[src/common/vfilt_pkg.sv]
package vfilt_pkg;
    // ==========================================================
    // Register map
    localparam logic [6:0] DEC_SEL_ADDR = 7'h46;
    localparam logic [6:0] FILT_CTL_ADDR = 7'h47;
    localparam logic [6:0] RO_LO_ADDR = 7'h19;
    localparam logic [6:0] RO_HI_ADDR = 7'h2c;
    localparam logic [6:0] TEST_LO_ADDR = 7'h1a;
    localparam logic [6:0] TEST_HI_ADDR = 7'h2c;
    localparam logic [7:0] DEC_SEL_RESET = 8'h04;
    localparam logic [7:0] FILT_CTL_RESET = 8'h00;
    // ==========================================================
    // Field layout
    localparam int IRQ_MASK_BIT = 4;
    localparam int SRC_LSB = 2;
    localparam int FINAL_SEL_BIT = 7;
    localparam int DEPTH_LSB = 3;
    localparam logic [7:0] DEC_SEL_WMASK = 8'h1c;
    localparam logic [7:0] FILT_CTL_WMASK = 8'hf8;
    localparam logic [3:0] DEPTH_BYPASS = 4'h0;
    localparam logic [3:0] DEPTH_ONE = 4'h1;
    localparam logic [3:0] DEPTH_THREE = 4'h3;
    localparam logic [3:0] DEPTH_SEVEN = 4'h7;
    // ==========================================================
    // Types
    typedef enum logic [1:0] {
        SRC_FINAL = 2'h0,
        SRC_COMB2 = 2'h1,
        SRC_DECHOP = 2'h2,
        SRC_COMB = 2'h3
    } src_type;
    typedef struct packed {
        logic [15:0] fir;
        logic [15:0] moving_average;
        logic [15:0] comb2;
        logic [15:0] dechop;
        logic [15:0] comb;
    } stage_words_type;
endpackage : vfilt_pkg

[src/hw/voltage_channel_filter_output_ctl.sv]
`timescale 1ns/1ps
module voltage_channel_filter_output_ctl
    import vfilt_pkg::*;
(
    input wire logic clk_in,
    input wire logic rst_in,
    input wire logic reg_wr_in,
    input wire logic reg_rd_in,
    input wire logic [6:0] reg_addr_in,
    input wire logic [7:0] reg_wdata_in,
    input wire logic otp_lock_in,
    input wire stage_words_type stages_in,
    input wire logic sample_valid_in,
    output logic [7:0] reg_rdata_out,
    output logic reg_rvalid_out,
    output logic fwd_wr_out,
    output logic [6:0] fwd_addr_out,
    output logic [7:0] fwd_wdata_out,
    output logic wr_refused_out,
    output logic [15:0] word_out,
    output logic word_valid_out,
    output logic irq_out,
    output logic moving_average_en_out,
    output logic [2:0] moving_average_depth_out
);
    // ==========================================================
    // Register file
    logic [7:0] dec_sel_r, dec_sel_nxt;
    logic [7:0] filt_ctl_r, filt_ctl_nxt;
    logic [7:0] rdata_r, rdata_nxt;
    logic rvalid_r, rvalid_nxt;
    logic fwd_wr_r, fwd_wr_nxt;
    logic [6:0] fwd_addr_r, fwd_addr_nxt;
    logic [7:0] fwd_wdata_r, fwd_wdata_nxt;
    logic refused_r, refused_nxt;
    logic in_ro, in_test;

    always_comb begin
        in_ro = (reg_addr_in >= RO_LO_ADDR) && (reg_addr_in <= RO_HI_ADDR);
        in_test = (reg_addr_in >= TEST_LO_ADDR) && (reg_addr_in <= TEST_HI_ADDR);
        dec_sel_nxt = dec_sel_r;
        filt_ctl_nxt = filt_ctl_r;
        fwd_wr_nxt = 1'b0;
        fwd_addr_nxt = fwd_addr_r;
        fwd_wdata_nxt = fwd_wdata_r;
        refused_nxt = 1'b0;
        if (reg_wr_in) begin
            // The lock only narrows what is already read-only; it is kept so the
            // test range stays shut even if the read-only window is ever relaxed.
            if (in_ro || (otp_lock_in && in_test)) begin
                refused_nxt = 1'b1;
            end else if (reg_addr_in == DEC_SEL_ADDR) begin
                dec_sel_nxt = reg_wdata_in & DEC_SEL_WMASK;
            end else if (reg_addr_in == FILT_CTL_ADDR) begin
                filt_ctl_nxt = reg_wdata_in & FILT_CTL_WMASK;
            end else begin
                fwd_wr_nxt = 1'b1;
                fwd_addr_nxt = reg_addr_in;
                fwd_wdata_nxt = reg_wdata_in;
            end
        end
        rvalid_nxt = reg_rd_in;
        rdata_nxt = rdata_r;
        if (reg_rd_in) begin
            if (reg_addr_in == DEC_SEL_ADDR) begin
                rdata_nxt = dec_sel_r & DEC_SEL_WMASK;
            end else if (reg_addr_in == FILT_CTL_ADDR) begin
                rdata_nxt = filt_ctl_r & FILT_CTL_WMASK;
            end else begin
                rdata_nxt = 8'h00;
            end
        end
    end

    always_ff @(posedge clk_in or posedge rst_in) begin
        if (rst_in) begin
            dec_sel_r <= DEC_SEL_RESET;
            filt_ctl_r <= FILT_CTL_RESET;
            rdata_r <= 8'h00;
            rvalid_r <= 1'b0;
            fwd_wr_r <= 1'b0;
            fwd_addr_r <= 7'h00;
            fwd_wdata_r <= 8'h00;
            refused_r <= 1'b0;
        end else begin
            dec_sel_r <= dec_sel_nxt;
            filt_ctl_r <= filt_ctl_nxt;
            rdata_r <= rdata_nxt;
            rvalid_r <= rvalid_nxt;
            fwd_wr_r <= fwd_wr_nxt;
            fwd_addr_r <= fwd_addr_nxt;
            fwd_wdata_r <= fwd_wdata_nxt;
            refused_r <= refused_nxt;
        end
    end

    assign reg_rdata_out = rdata_r;
    assign reg_rvalid_out = rvalid_r;
    assign fwd_wr_out = fwd_wr_r;
    assign fwd_addr_out = fwd_addr_r;
    assign fwd_wdata_out = fwd_wdata_r;
    assign wr_refused_out = refused_r;

    // ==========================================================
    // Output stage
    src_type src;
    logic moving_average_sel;
    logic [3:0] depth_code;
    logic [15:0] word_r, word_nxt;
    logic valid_r, valid_nxt;
    logic irq_r, irq_nxt;
    logic moving_average_en_r, moving_average_en_nxt;
    logic [2:0] depth_r, depth_nxt;

    always_comb begin
        src = src_type'(dec_sel_r[SRC_LSB +: 2]);
        moving_average_sel = filt_ctl_r[FINAL_SEL_BIT];
        depth_code = filt_ctl_r[DEPTH_LSB +: 4];
        moving_average_en_nxt = moving_average_sel;
        // Undocumented depth codes fall back to bypass rather than guess a count.
        unique case (depth_code)
            DEPTH_ONE: depth_nxt = 3'h1;
            DEPTH_THREE: depth_nxt = 3'h3;
            DEPTH_SEVEN: depth_nxt = 3'h7;
            default: depth_nxt = 3'h0;
        endcase
        word_nxt = word_r;
        if (sample_valid_in) begin
            unique case (src)
                SRC_FINAL: begin
                    word_nxt = moving_average_sel ? stages_in.moving_average : stages_in.fir;
                end
                SRC_COMB2: word_nxt = stages_in.comb2;
                SRC_DECHOP: word_nxt = stages_in.dechop;
                SRC_COMB: word_nxt = stages_in.comb;
            endcase
        end
        valid_nxt = sample_valid_in;
        irq_nxt = sample_valid_in && !dec_sel_r[IRQ_MASK_BIT];
    end

    always_ff @(posedge clk_in or posedge rst_in) begin
        if (rst_in) begin
            word_r <= 16'h0000;
            valid_r <= 1'b0;
            irq_r <= 1'b0;
            moving_average_en_r <= 1'b0;
            depth_r <= 3'h0;
        end else begin
            word_r <= word_nxt;
            valid_r <= valid_nxt;
            irq_r <= irq_nxt;
            moving_average_en_r <= moving_average_en_nxt;
            depth_r <= depth_nxt;
        end
    end

    assign word_out = word_r;
    assign word_valid_out = valid_r;
    assign irq_out = irq_r;
    assign moving_average_en_out = moving_average_en_r;
    assign moving_average_depth_out = depth_r;
endmodule : voltage_channel_filter_output_ctl

[config.mk]
export PLATFORM = sky130hd
export DESIGN_NAME = voltage_channel_filter_output_ctl
export DESIGN_NICKNAME = d
export VERILOG_FILES = /design/src/common/vfilt_pkg.sv /design/src/hw/voltage_channel_filter_output_ctl.sv
export SDC_FILE = /design/constraint.sdc
export NUM_CORES = 1
export LEC_CHECK = 0
export ABC_AREA = 1
export BUFFER_PORTS_ARGS = -buffer_cell sky130_fd_sc_hd__buf_2
export CELL_PAD_IN_SITES_DETAIL_PLACEMENT = 1
export CELL_PAD_IN_SITES_GLOBAL_PLACEMENT = 1
export CORE_MARGIN = 2
export CORE_UTILIZATION = 34
export DETAILED_ROUTE_END_ITERATION = 8
export HOLD_SLACK_MARGIN = 0.05
export PLACE_DENSITY_LB_ADDON = 0.1
export SYNTH_ARGS = -nofsm -noshare
export SYNTH_HDL_FRONTEND = slang
export SYNTH_SLANG_ARGS = --single-unit
export TNS_END_PERCENT = 30
[constraint.sdc]
create_clock -name clk_in -period 3.6 [get_ports clk_in]
set_input_delay 0.36 -clock clk_in [delete_from_list [all_inputs] [get_ports clk_in]]
set_output_delay 0.36 -clock clk_in [all_outputs]
set_load 0.05 [all_outputs]
* After elaboration in Yosys (flattened, before gate mapping)
Cells that the tools add are included.
** Word-level totals
- Flip-flop bits (word level) :: 56
- Word-level logic and storage cells :: 48
** Operators by class
- Order comparisons :: 3
- Equality and inequality tests :: 8
- Muxes and demuxes :: 11
- Bitwise gates (word level) :: 3
- Reductions and logical operators :: 10
** Operator list (number)
- 16-bit one-hot mux with 4 select lines :: 1
- 16-bit two-way mux :: 1
- 8-bit two-way mux :: 2
- 7-bit equality test, second input constant :: 2
- 7-bit by 5-bit >= comparator with 1-bit output, second input constant :: 2
- 3-bit one-hot mux with 3 select lines :: 1
- 4-bit AND reduction :: 2
- 7-bit by 6-bit less-or-equal comparator with 1-bit output, second input constant :: 1
- 1-bit two-way mux :: 6
- 2-bit equality test, second input constant :: 2
- 4-bit by 1-bit equality test with 1-bit output, second input constant :: 1
- 4-bit by 2-bit equality test with 1-bit output, second input constant :: 1
- 4-bit by 3-bit equality test with 1-bit output, second input constant :: 1
- 1-bit logical AND :: 4
- 1-bit NOT :: 3
- 3-bit AND reduction :: 1
- 2-bit by 1-bit equality test with 1-bit output, second input constant :: 1
- 2-bit logical NOT :: 1
- 1-bit logical NOT :: 1
- 1-bit logical OR :: 1

* Logic depth before layout (Yosys ltp)
- Word-level depth :: 6
- Depth in mapped cells :: 9
- Depth with buffers taken out :: 8

* Worst setup path before layout
OpenSTA, ideal clock, no wires.
- Path kind :: flip-flop to flip-flop
- From :: reg dec_sel_r[2]
- To :: reg word_r[4], in the netlist word_out[4]
- Arrival time :: 1120 ps
- Data required time :: 3477 ps
- Slack :: 2357 ps
- Cell stages (with the launch flop) :: 7
- Path buffers :: 1
- Clock period less this slack :: 1243 ps
- Cell sequence :: dfstp_2 -> inv_2 -> nand2_2 -> buf_4 -> a21oi_1 -> o21ai_0 -> nand2_1
** Between the ends
- Cells in the longest elaborated chain, start to end :: 2
** Ends and longest elaborated chain
- start, declared :: line voltage_channel_filter_output_ctl.sv:28 : logic [7:0] dec_sel_r, dec_sel_nxt;
- start signal, assigned :: line voltage_channel_filter_output_ctl.sv:86 : dec_sel_r <= dec_sel_nxt;
- 2-bit equality test (tied with other cells) :: line voltage_channel_filter_output_ctl.sv:129 : unique case (src)
- 16-bit one-hot mux with 4 select lines (*) :: line voltage_channel_filter_output_ctl.sv:129
- end signal, assigned :: line voltage_channel_filter_output_ctl.sv:150 : word_r <= word_nxt;
- end, declared :: line voltage_channel_filter_output_ctl.sv:109 : logic [15:0] word_r, word_nxt;
Mark *: on every way between the ends. The rest lies on a longest branch, timed or not.
A chain may end at the register's enable or synchronous reset.

* Worst setup path after layout
- From :: reg dec_sel_r[2]
- To :: reg word_r[10], in the netlist word_out[10]
Same word-level chain as after synthesis.

==> run metrics <==
Final Skew 0.00916 ns; Vias 3001; nets 625; Die Height 96.6 um; flop2flop setup slack 1.99 ns; Bufs on Longest Clock Path 2; wire per inst 14.9 um; fin crit period 1.61 ns; Worst-path clk slew 0.10 ns; first-pass GRT wire length 16.2 mm; Setup Crit Path Kind flip-flop to flip-flop; Starting Density 0.353; initial antenna violation count 0; DRC 0; FMAX 0.621 GHz; post-CTS sizing 0; Area contributors post-synth dfrtp_1, nand2_1, nand3_1; port bufs 145; Met3 Wirelength 449 um; Leak 2.14 nW; Crit Reg-Reg Endpoint word_out[10]; Post-CTS Setup Bufs 0; row count 33; Core ar. 8260 sq um; MaxCap Viol Count 0; final setup vio count 0; startpoint types flip-flop; hold crit path type primary input to asynchronous set/reset pin; pin count of the biggest net entering global routing 37; reg-to-reg startpoint dec_sel_r[2]; post-synth top area share 0.455; M1 WL 4.18 mm; number of buffers created by CTS 5; final slew viol count 0; layout cells sized above 1 0.349; CP endpoint kind flip-flop; post-synthesis instance total 385; Post-DP HPWL 7.12 mm; worst slack, placed 1.87 ns; die width 96.6 um; #FFs+latches synth 54; Ports 149; routed vias/inst 4.76; number of fillers in the final layout 1098; number of global-route vias before repair 3222; drt total wl 9.39 mm; Core Util, Final 0.455; RSZ-0062 raised after global routing false; Syn-to-layout area delta 29.0%; Worst-Margin Slew 0.779 ns; Fin. Hold Viols 0; Clock Sinks 54; fin area 3760 sq um; Yosys warning total 0; Clock Latency Late Sink 0.31 ns; crit path max fanout 16; CP arrival 1.86 ns; r2r worst-path depth 6; Req. time, crit path 3.85 ns; setup TNS 0 ns; Tot GR Track Use 0.209; Tcrit/Tclk final 0.447; ant diodes 0; Seq/Total Area, Yosys 0.464; H-tree Lvls 2; DIE AREA 9330 sq um; Antenna Nets Post-Route 0; Clock Root Buffer clkbuf_8; routability cong. 0.826; Avg Cell Area, Syn 7.57 sq um; Syn Std Cell Area 2920 sq um; Max Used Layer met4; TritonRoute pass-1 iters 4; Peak VDD IR 0.000209 V; CTS tree yes; Yosys cell types 28; status complete, no violations; Synth area leader dfrtp_1; met2 wire length 4.70 mm; Worst Slack Setup Final 1.99 ns; Iter 0 DRT Violations 57; hold buffers post-CTS 0; Total Power 0.00156 W; Max-slew headroom 0.480; GRT overflow 0; dpl cell area 3670 sq um; PwrDens 414 nW/um^2
[synth_stat cells]
library cell,instances
a21oi_1,15
nor2_1,16
dfstp_2,1
nand3_2,4
nand2_2,6
inv_1,13
o21ai_1,9
o21ai_0,7
nand3_4,1
buf_2,2
buf_4,7
clkbuf_1,4
clkinv_1,2
nand4_1,6
nor2_4,5
nand3_1,35
conb_1,1
nand4_4,1
nor2_8,1
nand2_4,2
dfrtp_1,53
buf_12,1
nor3b_1,1
nand2_1,184
inv_2,4
buf_6,2
nand3b_4,1
nor2_2,1
[worst max path at each step]
stage                              start             to  slack (ns)  depth (start not counted)
after floorplan                   rst_in   dec_sel_r[3]        1.93                          1
after global placement    reg_addr_in[4]  filt_ctl_r[7]        1.91                          7
after detailed placement  reg_addr_in[4]  filt_ctl_r[7]        1.87                          7
after CTS                   dec_sel_r[2]   word_out[10]        1.93                          6
after global routing        dec_sel_r[2]   word_out[10]        1.81                          6
final                       dec_sel_r[2]   word_out[10]        1.99                          6
[cell type report]
type	count	area, sq um	share of cell area
repair buffers	147	741	0.197
well taps	105	131	0.0349
multi-input cells	297	1380	0.366
inverters	19	71.3	0.0190
clock inverters	3	21.3	0.00566
clock buffers	5	68.8	0.0183
flip-flops and latches	54	1350	0.360
[power by group]
part | leakage (nW) | total (W) | internal, W | switching, W
Combinational | 1.41 | 0.000511 | 0.000134 | 0.000377
Clock | 0.0441 | 0.000346 | 0.000137 | 0.000209
Sequential | 0.685 | 0.000700 | 0.000666 | 0.0000340
[stage by stage]
step,hold WS [ns],std cells
6_report,0.180,630
5_1_grt,0.229,630
4_1_cts,0.208,630
3_5_place_dp,0.454,622
3_3_place_gp,0.457,622
2_1_floorplan,0.349,386
[logic make-up after synthesis]
kind of cell / share of synthesized area
compound gates: 0.0532
buf+inv: 0.0657
flops: 0.464
other cells: 0.00129
simple gates: 0.416
[registers in the layout, indices dropped and copies added, names as in the netlist]
register / flops
reg_rvalid_out: 1
fwd_addr_out: 7
fwd_wr_out: 1
word_out: 16
moving_average_en_out: 1
irq_out: 1
moving_average_depth_out: 3
dec_sel_r: 3
reg_rdata_out: 6
fwd_wdata_out: 8
filt_ctl_r: 5
wr_refused_out: 1
word_valid_out: 1
[worst max-delay path, cell delays in order (launching register included)]
cell and delay (ns):
dfstp_2 0.62, nand2_1 0.07, inv_1 0.45, nand2_1 0.14, nand3_1 0.12, o21ai_1 0.08
nand2_1 0.09
[per-layer routing]
layer  GRT usage  up-vias
met4      0.0325        0
met2       0.369       91
met5           0        -
met1       0.273     1418
met3      0.0368        7
li1            -     1485
[layout by cell type (no fill, tap or decap), types with 2 or more instances in the layout]
cell / count
nand2_1: 184
conb_1: 2
buf_4: 2
nand2_2: 6
nand4_1: 6
nand3_1: 35
dfrtp_1: 53
nand2_4: 2
inv_1: 12
buf_2: 145
clkinv_1: 2
o21ai_1: 9
nor2_4: 5
nor2_1: 16
a21oi_1: 15
clkbuf_8: 5
nand3_2: 4
o21ai_0: 7
inv_2: 5
Power figures use the tool's default switching activity.
